[src/verilog/mpc_pkg.sv]
// constants, types and helper functions of the motor pwm core control block
package mpc_pkg;

  localparam int N_CH = 6; // pwm channels
  localparam int N_PAIR = 3; // complementary pairs
  localparam int CNT_W = 12; // counter and modulus width
  localparam int DUTY_W = 16; // signed duty value width
  localparam int BYTE_W = 8; // register data width
  localparam int ADR_W = 8; // wishbone byte address width
  localparam int WB_DW = 32; // wishbone data width
  localparam int SEL_W = 2; // prescale and load frequency fields
  localparam int DIV_W = 3; // divider counters, up to eight

  // register byte addresses, one aligned word each
  localparam logic [ADR_W-1:0] OFS_CTRL = 8'h00;
  localparam logic [ADR_W-1:0] OFS_CFG = 8'h04;
  localparam logic [ADR_W-1:0] OFS_MODE = 8'h08;
  localparam logic [ADR_W-1:0] OFS_DEAD = 8'h0c;
  localparam logic [ADR_W-1:0] OFS_MANUAL = 8'h10;
  localparam logic [ADR_W-1:0] OFS_CNT_HI = 8'h14;
  localparam logic [ADR_W-1:0] OFS_CNT_LO = 8'h18;
  localparam logic [ADR_W-1:0] OFS_MOD_HI = 8'h1c;
  localparam logic [ADR_W-1:0] OFS_MOD_LO = 8'h20;
  localparam logic [ADR_W-1:0] OFS_DUTY_BASE = 8'h24; // high byte of channel 0
  localparam logic [ADR_W-1:0] DUTY_STRIDE = 8'h08; // per channel
  localparam logic [ADR_W-1:0] DUTY_LO_STEP = 8'h04; // low byte after high
  localparam logic [ADR_W-1:0] OFS_FAULT = 8'h54;

  // control register bits
  localparam int CTRL_EN = 0;
  localparam int CTRL_LOAD_OK = 1;
  localparam int CTRL_RFLAG = 4;
  localparam int CTRL_IRQEN = 5;
  // config register fields
  localparam int CFG_PRSC_LSB = 0;
  localparam int CFG_LDFQ_LSB = 6;
  // mode register bits
  localparam int MODE_CENTER = 0;
  localparam int MODE_COMP = 1;
  localparam int MODE_ISENSE = 2;
  localparam int MODE_MANUAL = 3;
  localparam int MODE_CORR_LSB = 4;
  localparam logic [BYTE_W-1:0] MODE_MASK = 8'h7f; // bit 7 reserved
  // fault register bits
  localparam int FAULT_FLAG = 0;

  localparam logic [CNT_W-1:0] CNT_ZERO = 12'h000;
  localparam logic [CNT_W-1:0] CNT_ONE = 12'h001;
  localparam logic [DIV_W-1:0] DIV_ZERO = 3'h0;
  localparam logic [DIV_W-1:0] DIV_ONE = 3'h1;
  localparam logic [BYTE_W-1:0] BYTE_ZERO = 8'h00;
  localparam logic [BYTE_W-1:0] BYTE_ONE = 8'h01;

  // counter phase, gray along idle -> up -> down
  typedef enum logic [1:0] {
    MPC_IDLE = 2'b00,
    MPC_UP = 2'b01,
    MPC_DOWN = 2'b11
  } mpc_phase_t;

  // dead time inserter state of one pair
  typedef struct packed {
    logic tgt_top;
    logic tgt_bot;
    logic top;
    logic bot;
    logic [BYTE_W-1:0] elapsed;
    logic [BYTE_W-1:0] cap;
  } mpc_dt_t;

  // whole state of the core
  typedef struct packed {
    logic ack;
    logic [BYTE_W-1:0] rdat;
    logic en;
    logic load_ok;
    logic rflag;
    logic irq_en;
    logic armed;
    logic [BYTE_W-1:0] mode;
    logic [N_PAIR-1:0] corr_act;
    logic first;
    logic [BYTE_W-1:0] dead;
    logic dead_set;
    logic [N_CH-1:0] man;
    logic [SEL_W-1:0] ldfq_buf;
    logic [SEL_W-1:0] ldfq_act;
    logic [SEL_W-1:0] prsc_buf;
    logic [SEL_W-1:0] prsc_act;
    logic [CNT_W-1:0] mod_buf;
    logic [CNT_W-1:0] mod_act;
    logic [CNT_W-1:0] cnt;
    logic [N_CH-1:0][DUTY_W-1:0] duty_buf;
    logic [N_CH-1:0][DUTY_W-1:0] duty_act;
    mpc_phase_t phase;
    logic [DIV_W-1:0] presc;
    logic [DIV_W-1:0] ld;
    logic [BYTE_W-1:0] cnt_lo_latch;
    logic latched;
    logic fflag;
    logic fault_prev;
    logic [N_CH-1:0] gen_out;
    logic [N_CH-1:0] pin;
    logic [N_CH-1:0] oe;
    logic irq;
  } mpc_state_t;

  localparam mpc_state_t MPC_STATE_RST = '0;

  // last count of a divide by 1, 2, 4 or 8
  function automatic logic [DIV_W-1:0] mpc_div_last(input logic [SEL_W-1:0] sel);
    return DIV_W'((DIV_ONE << sel) - DIV_ONE);
  endfunction

  // byte address of a channel's duty high byte
  function automatic logic [ADR_W-1:0] mpc_duty_ofs(input int ch);
    return OFS_DUTY_BASE + ADR_W'(ch) * DUTY_STRIDE;
  endfunction

  // compare of one duty value against the counter
  function automatic logic mpc_duty_on(input logic [DUTY_W-1:0] duty,
                                       input logic [CNT_W-1:0] cnt,
                                       input logic [CNT_W-1:0] modv);
    if ($signed(duty) <= $signed(DUTY_W'(0))) return 1'b0;
    if (duty >= DUTY_W'(modv)) return 1'b1;
    return (cnt != CNT_ZERO) && (DUTY_W'(cnt) <= duty);
  endfunction

endpackage

[src/verilog/mpc_dead_time.sv]
// dead time inserter for one complementary output pair
`timescale 1ns/10ps
module mpc_dead_time
  import mpc_pkg::*;
(
  input wire logic clk_i,
  input wire logic rst_i,
  input wire logic hold_i, // freeze, debug halt or stop
  input wire logic comp_i, // complementary mode
  input wire logic [BYTE_W-1:0] dead_time_i, // cycles of the operating clock
  input wire logic top_i,
  input wire logic bot_i,
  output logic top_o,
  output logic bot_o
);

  mpc_dt_t q; // registered state
  mpc_dt_t d; // next state
  logic [BYTE_W-1:0] lim; // wait bound in force

  // the larger of captured and current value, so a change never shortens
  assign lim = (dead_time_i > q.cap) ? dead_time_i : q.cap;

  // next state
  always_comb begin
    d = q;
    if (!comp_i) begin
      // independent channels pass straight through
      d.top = top_i;
      d.bot = bot_i;
      d.tgt_top = top_i;
      d.tgt_bot = bot_i;
      d.elapsed = BYTE_ZERO;
    end else if ((top_i != q.tgt_top) || (bot_i != q.tgt_bot)) begin
      // an output turning off goes at once, one turning on waits
      d.tgt_top = top_i;
      d.tgt_bot = bot_i;
      d.top = q.top & top_i;
      d.bot = q.bot & bot_i;
      d.elapsed = BYTE_ZERO;
      d.cap = dead_time_i;
    end else if (q.elapsed >= lim) begin
      d.top = q.tgt_top;
      d.bot = q.tgt_bot;
    end else begin
      d.elapsed = q.elapsed + BYTE_ONE;
    end
    if (hold_i) begin
      d = q;
    end
    if (rst_i) begin
      d = '0;
    end
  end

  // state register
  always_ff @(posedge clk_i) begin
    q <= d;
  end

  assign top_o = q.top;
  assign bot_o = q.bot;

endmodule

[src/verilog/mpc_core.sv]
// motor pwm core control: counter, modulus, buffered duty values, enable and halt
//
// Decided for this implementation: the Wishbone slave port and the placing of the registers.
`timescale 1ns/10ps
module mpc_core
  import mpc_pkg::*;
(
  input wire logic clk_i,
  input wire logic rst_i,
  input wire logic wb_cyc_i,
  input wire logic wb_stb_i,
  input wire logic wb_we_i,
  input wire logic [ADR_W-1:0] wb_adr_i,
  input wire logic [3:0] wb_sel_i,
  input wire logic [WB_DW-1:0] wb_dat_i,
  output logic [WB_DW-1:0] wb_dat_o,
  output logic wb_ack_o,
  input wire logic fault_i, // high means fault, inactive forcing
  input wire logic debug_halt_i, // debug halt state of the cpu
  input wire logic halt_clear_enable_i, // lets flags clear during halt
  input wire logic stop_i, // stop mode, all module clocks stopped
  output logic [N_CH-1:0] pwm_o, // pin levels
  output logic [N_CH-1:0] pwm_oe_o, // pin drive enables
  output logic irq_o // reload or fault interrupt request
);

  mpc_state_t q; // registered state
  mpc_state_t d; // next state
  logic acc; // bus access accepted this cycle
  logic wr; // write to the low byte lane
  logic rd; // read
  logic [BYTE_W-1:0] wv; // written byte
  logic run; // generator and output control clocked
  logic clr_ok; // flags may be cleared
  logic tick; // prescaled counter clock
  logic cyc_end; // last count of a pwm cycle
  logic reload_ev; // reload cycle begins
  logic comp; // complementary mode
  logic [N_PAIR-1:0] pair_top; // requested top levels
  logic [N_PAIR-1:0] pair_bot; // requested bottom levels
  logic [N_PAIR-1:0] dt_top; // top levels after dead time
  logic [N_PAIR-1:0] dt_bot; // bottom levels after dead time

  assign comp = q.mode[MODE_COMP];
  // wait mode needs nothing: all clocks keep running there
  assign run = ~stop_i & ~debug_halt_i;
  assign clr_ok = ~debug_halt_i | halt_clear_enable_i;

  // pair sources: manual levels or generator outputs
  always_comb begin
    for (int p = 0; p < N_PAIR; p++) begin
      if (q.mode[MODE_MANUAL]) begin
        pair_top[p] = q.man[2*p];
        pair_bot[p] = q.man[2*p+1];
      end else if (comp) begin
        pair_top[p] = q.gen_out[2*p];
        pair_bot[p] = ~q.gen_out[2*p] & q.en;
      end else begin
        pair_top[p] = q.gen_out[2*p];
        pair_bot[p] = q.gen_out[2*p+1];
      end
    end
  end

  // one dead time inserter per pair, kept running while disabled
  for (genvar gp = 0; gp < N_PAIR; gp++) begin : g_pair
    mpc_dead_time u_dt (
      .clk_i(clk_i),
      .rst_i(rst_i),
      .hold_i(~run),
      .comp_i(comp),
      .dead_time_i(q.dead),
      .top_i(pair_top[gp]),
      .bot_i(pair_bot[gp]),
      .top_o(dt_top[gp]),
      .bot_o(dt_bot[gp])
    );
  end

  // bus decode, register file, generator and pin stage
  always_comb begin
    d = q;
    acc = wb_cyc_i & wb_stb_i & ~q.ack;
    wr = acc & wb_we_i & wb_sel_i[0];
    rd = acc & ~wb_we_i;
    wv = wb_dat_i[BYTE_W-1:0];
    tick = 1'b0;
    cyc_end = 1'b0;
    reload_ev = 1'b0;
    d.ack = acc; // one wait state, answer in the next cycle

    // read data, unmapped addresses read zero
    d.rdat = BYTE_ZERO;
    case (wb_adr_i)
      OFS_CTRL: begin
        d.rdat[CTRL_EN] = q.en;
        d.rdat[CTRL_LOAD_OK] = q.load_ok;
        d.rdat[CTRL_RFLAG] = q.rflag;
        d.rdat[CTRL_IRQEN] = q.irq_en;
      end
      OFS_CFG: begin
        d.rdat[CFG_PRSC_LSB +: SEL_W] = q.prsc_buf; // buffer, not active
        d.rdat[CFG_LDFQ_LSB +: SEL_W] = q.ldfq_buf;
      end
      OFS_MODE: d.rdat = q.mode;
      OFS_DEAD: d.rdat = q.dead;
      OFS_MANUAL: d.rdat = BYTE_W'(q.man);
      OFS_CNT_HI: d.rdat = BYTE_W'(q.cnt[CNT_W-1:BYTE_W]);
      OFS_CNT_LO: d.rdat = q.latched ? q.cnt_lo_latch : q.cnt[BYTE_W-1:0];
      OFS_MOD_HI: d.rdat = BYTE_W'(q.mod_buf[CNT_W-1:BYTE_W]);
      OFS_MOD_LO: d.rdat = q.mod_buf[BYTE_W-1:0];
      OFS_FAULT: d.rdat[FAULT_FLAG] = q.fflag;
      default: begin
        for (int i = 0; i < N_CH; i++) begin
          if (wb_adr_i == mpc_duty_ofs(i)) begin
            d.rdat = q.duty_buf[i][DUTY_W-1:BYTE_W];
          end
          if (wb_adr_i == mpc_duty_ofs(i) + DUTY_LO_STEP) begin
            d.rdat = q.duty_buf[i][BYTE_W-1:0];
          end
        end
      end
    endcase

    // read side effects
    if (rd && (wb_adr_i == OFS_CTRL) && q.rflag) begin
      d.armed = 1'b1; // first step of the flag clear
    end
    if (rd && (wb_adr_i == OFS_CNT_HI)) begin
      d.cnt_lo_latch = q.cnt[BYTE_W-1:0];
      d.latched = 1'b1;
    end
    if (rd && (wb_adr_i == OFS_CNT_LO)) begin
      d.latched = 1'b0;
    end

    // register writes
    if (wr) begin
      case (wb_adr_i)
        OFS_CTRL: begin
          d.en = wv[CTRL_EN];
          d.load_ok = wv[CTRL_LOAD_OK];
          d.irq_en = wv[CTRL_IRQEN];
          if (!wv[CTRL_RFLAG] && q.armed && clr_ok) begin
            d.rflag = 1'b0;
            d.armed = 1'b0;
          end
        end
        OFS_CFG: begin
          d.prsc_buf = wv[CFG_PRSC_LSB +: SEL_W];
          d.ldfq_buf = wv[CFG_LDFQ_LSB +: SEL_W];
        end
        OFS_MODE: d.mode = wv & MODE_MASK;
        OFS_DEAD: begin
          // write once until the next reset
          if (!q.dead_set) begin
            d.dead = wv;
            d.dead_set = 1'b1;
          end
        end
        OFS_MANUAL: d.man = wv[N_CH-1:0];
        OFS_MOD_HI: d.mod_buf[CNT_W-1:BYTE_W] = wv[CNT_W-BYTE_W-1:0];
        OFS_MOD_LO: d.mod_buf[BYTE_W-1:0] = wv;
        OFS_FAULT: begin
          if (wv[FAULT_FLAG] && clr_ok) begin
            d.fflag = 1'b0;
          end
        end
        default: begin
          for (int i = 0; i < N_CH; i++) begin
            if (wb_adr_i == mpc_duty_ofs(i)) begin
              d.duty_buf[i][DUTY_W-1:BYTE_W] = wv;
            end
            if (wb_adr_i == mpc_duty_ofs(i) + DUTY_LO_STEP) begin
              d.duty_buf[i][BYTE_W-1:0] = wv;
            end
          end
        end
      endcase
    end

    // generator
    if (!d.en) begin
      // flag and interrupt request are left alone here
      d.phase = MPC_IDLE;
      d.cnt = CNT_ZERO;
      d.presc = DIV_ZERO;
      d.ld = DIV_ZERO;
      d.gen_out = '0;
    end else if (run) begin
      if (q.phase == MPC_IDLE) begin
        // start: immediate reload, first cycle follows
        reload_ev = 1'b1;
        d.phase = MPC_UP;
        d.cnt = CNT_ZERO;
        d.first = 1'b1;
        d.corr_act = q.mode[MODE_CORR_LSB +: N_PAIR];
      end else begin
        tick = (q.presc == mpc_div_last(q.prsc_act));
        d.presc = tick ? DIV_ZERO : q.presc + DIV_ONE;
        if (tick) begin
          if (q.mod_act == CNT_ZERO) begin
            // illegal modulus, endless count down from the top
            d.cnt = q.cnt - CNT_ONE;
            cyc_end = (q.cnt == CNT_ZERO);
          end else if (!q.mode[MODE_CENTER]) begin
            // edge aligned: 1 .. modulus, period equals modulus
            cyc_end = (q.cnt >= q.mod_act);
            d.cnt = cyc_end ? CNT_ONE : q.cnt + CNT_ONE;
          end else if (q.phase == MPC_UP) begin
            // center aligned: up to modulus then down, twice the period
            if (q.cnt >= q.mod_act) begin
              d.phase = MPC_DOWN;
              d.cnt = q.cnt - CNT_ONE;
            end else begin
              d.cnt = q.cnt + CNT_ONE;
            end
          end else begin
            cyc_end = (q.cnt <= CNT_ONE);
            d.cnt = cyc_end ? CNT_ZERO : q.cnt - CNT_ONE;
            if (cyc_end) begin
              d.phase = MPC_UP;
            end
          end
        end
        if (cyc_end) begin
          d.first = 1'b0;
          d.corr_act = q.mode[MODE_CORR_LSB +: N_PAIR];
          // load divider counts pwm cycles between reloads
          if (q.ld == mpc_div_last(q.ldfq_act)) begin
            reload_ev = 1'b1;
            d.ld = DIV_ZERO;
          end else begin
            d.ld = q.ld + DIV_ONE;
          end
        end
      end
      // duty compare, in complementary mode pairs share their selected value
      for (int i = 0; i < N_CH; i++) begin
        if (comp) begin
          d.gen_out[i] = mpc_duty_on(q.duty_act[2*(i/2) + int'(q.corr_act[i/2] &
            ~(q.first & q.mode[MODE_ISENSE]))], q.cnt, q.mod_act);
        end else begin
          d.gen_out[i] = mpc_duty_on(q.duty_act[i], q.cnt, q.mod_act);
        end
      end
    end

    // reload: load frequency buffer always, other buffers when allowed, flag always
    if (reload_ev) begin
      d.ldfq_act = d.ldfq_buf;
      if (d.load_ok) begin
        d.mod_act = d.mod_buf;
        d.prsc_act = d.prsc_buf;
        d.duty_act = d.duty_buf;
        d.load_ok = 1'b0;
      end
      // without load ok the last loaded modulus stays in force
      d.rflag = 1'b1;
      d.armed = 1'b0; // a reload between read and write spoils the clear
    end

    // fault section, clocked in halt too; stop freezes it
    if (!stop_i) begin
      d.fault_prev = fault_i;
      if (fault_i && !q.fault_prev) begin
        d.fflag = 1'b1; // set wins over a clear
      end
    end

    // pin stage
    if (run) begin
      for (int p = 0; p < N_PAIR; p++) begin
        d.pin[2*p] = dt_top[p];
        d.pin[2*p+1] = dt_bot[p];
      end
      d.oe = (d.en | d.mode[MODE_MANUAL]) ? '1 : '0;
    end
    if (fault_i) begin
      d.pin = '0;
    end
    d.irq = (d.rflag & d.irq_en) | d.fflag;

    if (rst_i) begin
      // modulus registers are deliberately not reset
      d = MPC_STATE_RST;
      d.mod_buf = q.mod_buf;
      d.mod_act = q.mod_act;
    end
  end

  // state register
  always_ff @(posedge clk_i) begin
    q <= d;
  end

  // outputs straight from the state register
  assign wb_dat_o = WB_DW'(q.rdat);
  assign wb_ack_o = q.ack;
  assign pwm_o = q.pin;
  assign pwm_oe_o = q.oe;
  assign irq_o = q.irq;

endmodule

[config.mk]
export PLATFORM = sky130hd
export DESIGN_NAME = mpc_core
export DESIGN_NICKNAME = d
export VERILOG_FILES = /design/src/verilog/mpc_pkg.sv /design/src/verilog/mpc_dead_time.sv /design/src/verilog/mpc_core.sv
export SDC_FILE = /design/constraint.sdc
export NUM_CORES = 1
export LEC_CHECK = 0
export BUFFER_PORTS_ARGS = -buffer_cell sky130_fd_sc_hd__clkbuf_2
export CORE_ASPECT_RATIO = 1.2
export CORE_MARGIN = 2
export CORE_UTILIZATION = 28
export CTS_BUF_LIST = sky130_fd_sc_hd__clkbuf_8
export DETAILED_ROUTE_END_ITERATION = 16
export SETUP_SLACK_MARGIN = 0.5
export SLEW_MARGIN = 25
export SYNTH_ARGS = -nofsm -noshare
export SYNTH_HDL_FRONTEND = slang
export SYNTH_SLANG_ARGS = --single-unit
[constraint.sdc]
create_clock -name clk_i -period 9.4 [get_ports clk_i]
set_input_delay 2.35 -clock clk_i [delete_from_list [all_inputs] [get_ports clk_i]]
set_output_delay 2.35 -clock clk_i [all_outputs]
set_load 0.02 [all_outputs]
==> flow_summary.json <==
{
  "run_status": "finished clean",
  "crit_arrival_ps": 6380,
  "floorplan_die_area_mm2": 0.08667,
  "detailed_place_hpwl_um": 54770,
  "ys.flop_type": "sky130_fd_sc_hd__dfxtp_1",
  "start_kind": "input pin",
  "worstPathCellList": "clkbuf_2 > nor2_1 > nand2_1 > nor3_4 > mux2i_1 > or3_1 > nor3_4 > buf_12 > nor2_1 > a211oi_1",
  "synth_top_family_by_area": "compound AO/OA/AOI/OAI gates",
  "synth.mux.area_fraction_pct": 8.919,
  "worst_slew_pin_slew_ps": 1008,
  "crit_path_end_kind": "flip-flop",
  "timing.critical_path.fanout_max": 166,
  "effective_utilization_at_floorplan_pct": 28.29,
  "die_height_um": 322.1,
  "crit_slowest_cell": "sky130_fd_sc_hd__nor3_4",
  "gr-usage-all-layers_pct": 17.70,
  "cts.htree.levels": 2,
  "ctsResizeCount": 0,
  "core.rowCount": 116,
  "clock.fmax_ghz": 0.1717,
  "timing_hold_violations_final": 0,
  "routed_via_density": 5.325,
  "die_w_um": 269.1,
  "vias_in_the_first_global_route": 19980,
  "post_synth_xor_area_fraction_pct": 0.5935,
  "grt_max_degree": 167,
  "final.min_clock_period_ps": 5824,
  "vias": 21010,
  "path_class": "input pin to flip-flop",
  "place.gp.congestion": 0.9471,
  "final_min_period_over_clock_period_pct": 61.95,
  "p_per_area_mw_per_mm2": 121.0,
  "maxCapViolCount": 0,
  "wire_length_of_the_first_global_routing_pass_um": 118300,
  "timing.max_slew.rel_slack_pct": 32.63,
  "dr.first_iter.drc_count": 1798,
  "synth-seq-cells": 369,
  "hold_path.class": "flip-flop to flip-flop",
  "cts_made_buffers": 57,
  "tritoncts": "yes",
  "finalSetupTns_ps": 0,
  "synth.top_cell.area_share_pct": 29.25,
  "timing.hold.ws_ps": 452.9,
  "drive_above_1_share_pct": 8.434,
  "pin_count": 99,
  "post_cts_hold_buffer_count": 0,
  "clock-skew-final_ps": 37.14,
  "p_leak_nw": 11.17,
  "areaGrowthSynthToFinish_pct": 10.19,
  "max_stage_delay_ps": 660,
  "syn-cell-area_mm2": 0.02361,
  "leading_cell_types_by_total_area_after_synthesis": "sky130_fd_sc_hd__dfxtp_1 (29%), sky130_fd_sc_hd__ha_1 (15%), sky130_fd_sc_hd__mux2i_1 (8.0%)",
  "final_max_slew_viol_count": 0,
  "design_power_total_mw": 3.149,
  "post_synth_adder_cell_area_pct": 15.10,
  "cts.sinks": 369,
  "max-vdd-ir-drop_mv": 0.1118,
  "cts.root.buffer_cell": "sky130_fd_sc_hd__clkbuf_8",
  "synth_cell_types": 77,
  "placement.io_buffers": 47,
  "route.antenna.remaining_nets": 0,
  "wl_um": 77560,
  "antenna_found_initial": 1,
  "setup_viol": 0,
  "cts_buffer_depth": 3,
  "clkSlewWorstSetupHoldPaths_ps": 70,
  "synth_compound_area_share_pct": 18.69,
  "asr_flop_ratio_synth_pct": 0,
  "synth_top_cell_by_area": "sky130_fd_sc_hd__dfxtp_1",
  "synth_simple_gate_area_share_pct": 17.79,
  "worst_path_dominant_cell_family": "simple AND/OR/NAND/NOR gates",
  "grt_setup_unrepaired": "no",
  "cp.buffers_inverters": 2,
  "finalCoreUtilization_pct": 31.17,
  "area_of_the_placeable_core_mm2": 0.08346,
  "firstDrtPassIters": 5,
  "gr-total-overflow": 0,
  "yosysSeqAreaShare_pct": 32.31,
  "synth_cells": 2788,
  "final_net_count": 3116,
  "wire_per_inst_um": 19.66,
  "syn_avg_cell_area_um2": 8.468,
  "synth.yosys.warnings": 0,
  "detail_route.drc_violations": 0,
  "worst_ep_required_time_ps": 9950,
  "cts_post_setup_buffers_inserted": 0,
  "synth_enable_flop_cells": 24,
  "worst_skew_pair_latency_ps": 670
}
==> cell type report <==
class	instances	area, um2
Sequential cell	369	7627
Antenna cell	2	5.005
Timing Repair Buffer	89	585.6
Clock buffer	71	977.2
Clock inverter	32	217.7
Tap cell	1121	1403
Inverter	171	641.9
Fill cell	8861	57440
Multi-Input combinational cell	2090	14560
==> registers in the layout (all words and copies together), names as in the netlist, 3 cells and up <==
name / cells
q: 291
pwm_o: 6
g_pair.u_dt.bot_o: 3
wb_dat_o: 8
g_pair.u_dt.top_o: 3
g_pair.u_dt.q: 54
==> per-layer routing <==
| metal | GRT usage, % | vias to the layer above | share of wire, % |
|---|---|---|---|
| met5 | 0 | - | 0 |
| met4 | 9.852 | 0 | 5.9 |
| met3 | 2.011 | 209 | 5.5 |
| met2 | 28.96 | 749 | 46 |
| met1 | 22.55 | 10000 | 43 |
| li1 | - | 10050 | - |
==> cell usage after synthesis, types with 14 or more instances <==
library cell / count
sky130_fd_sc_hd__clkbuf_1: 92
sky130_fd_sc_hd__a21o_1: 41
sky130_fd_sc_hd__o21ai_0: 128
sky130_fd_sc_hd__buf_4: 48
sky130_fd_sc_hd__a21oi_1: 179
sky130_fd_sc_hd__nor3_1: 34
sky130_fd_sc_hd__nor2b_1: 31
sky130_fd_sc_hd__or3_1: 15
sky130_fd_sc_hd__nand3_1: 76
sky130_fd_sc_hd__mux2i_1: 189
sky130_fd_sc_hd__buf_2: 23
sky130_fd_sc_hd__mux2_2: 19
sky130_fd_sc_hd__a211oi_1: 99
sky130_fd_sc_hd__o21a_1: 15
sky130_fd_sc_hd__nor4_1: 28
sky130_fd_sc_hd__inv_1: 171
sky130_fd_sc_hd__o31ai_1: 15
sky130_fd_sc_hd__a211oi_2: 20
sky130_fd_sc_hd__o22ai_1: 18
sky130_fd_sc_hd__a31oi_1: 26
sky130_fd_sc_hd__edfxtp_1: 24
sky130_fd_sc_hd__nand2b_1: 22
sky130_fd_sc_hd__ha_1: 285
sky130_fd_sc_hd__o211ai_1: 14
sky130_fd_sc_hd__nor2_1: 383
sky130_fd_sc_hd__dfxtp_1: 345
sky130_fd_sc_hd__nand2_1: 159
sky130_fd_sc_hd__and3_1: 27
sky130_fd_sc_hd__nand4_1: 54
==> metrics by stage <==
stage	instances	instance area, um2	worst slack (ps)
2_1_floorplan	2811	23700	3957
3_3_place_gp	3840	24800	3111
3_5_place_dp	3840	24810	3064
4_1_cts	3943	26000	3716
5_1_grt	3944	26010	3364
6_report	3945	26020	3576
==> worst reg2reg max path, stage by stage, from the launching register on <==
cell	delay [ps]
sky130_fd_sc_hd__dfxtp_1	610
sky130_fd_sc_hd__ha_1	320
sky130_fd_sc_hd__nor2b_1	130
sky130_fd_sc_hd__o21a_1	160
sky130_fd_sc_hd__o21ai_0	130
sky130_fd_sc_hd__nand2b_1	70
sky130_fd_sc_hd__a21oi_1	130
sky130_fd_sc_hd__o21ai_0	90
sky130_fd_sc_hd__o21ai_1	470
sky130_fd_sc_hd__mux2_2	430
sky130_fd_sc_hd__ha_1	270
sky130_fd_sc_hd__nand2b_1	140
sky130_fd_sc_hd__a21o_1	170
sky130_fd_sc_hd__a21o_1	190
sky130_fd_sc_hd__a211oi_1	700
sky130_fd_sc_hd__nand4_1	190
sky130_fd_sc_hd__or4_1	430
sky130_fd_sc_hd__a21oi_1	140
==> cell families (layout without fill, tap and decap cells) <==
kind of cell / Yosys count / count (layout)
and+or+nand+nor: 890 / 890
AOI/OAI and AO/OA: 667 / 667
DFF: 369 / 369
buffers and inverters: 352 / 363
adders and majority gates: 285 / 285
muxes: 208 / 208
xor gates and xnor gates: 16 / 16
other: 1 / 26
==> report_power, final <==
group | total (mW) | internal (mW) | switching [mW] | leakage (nW)
sequential | 1.59 | 1.59 | 0.00438 | 3.00
combinational | 0.121 | 0.0245 | 0.0969 | 7.50
clock | 1.44 | 0.760 | 0.676 | 0.665
==> path summary, 6_finish.rpt <==
kind,slack [ps],end,depth (start not counted),from
max,3580,q[95],10,wb_adr_i[7]
min,450,q[25],2,q[25]
max reg2reg,4550,g_pair[1].u_dt.q[14],17,q[282]
min reg2reg,450,q[25],2,q[25]
==> cells in the final DEF, fill, tap and decap left out, drive strengths merged, types with 11 or more instances in the layout <==
cell type,netlist,final
dfxtp,345,345
clkbuf,94,117
nand4,54,54
nor3,38,38
o21ai,131,131
nand3,76,76
conb,1,24
buf,87,43
and3,27,27
nand2,159,159
a221oi,13,13
or4,12,12
mux2,19,19
a21o,41,41
or3,15,15
nor4,31,31
xor2,12,12
nor2,383,383
nor2b,31,31
o31ai,15,15
o21a,16,16
edfxtp,24,24
a21oi,179,179
nand2b,22,22
mux2i,189,189
o211ai,14,14
and2,11,11
a211oi,119,119
inv,171,188
a31oi,26,26
o22ai,18,18
ha,285,285
Power figures use the tool's default switching activity.
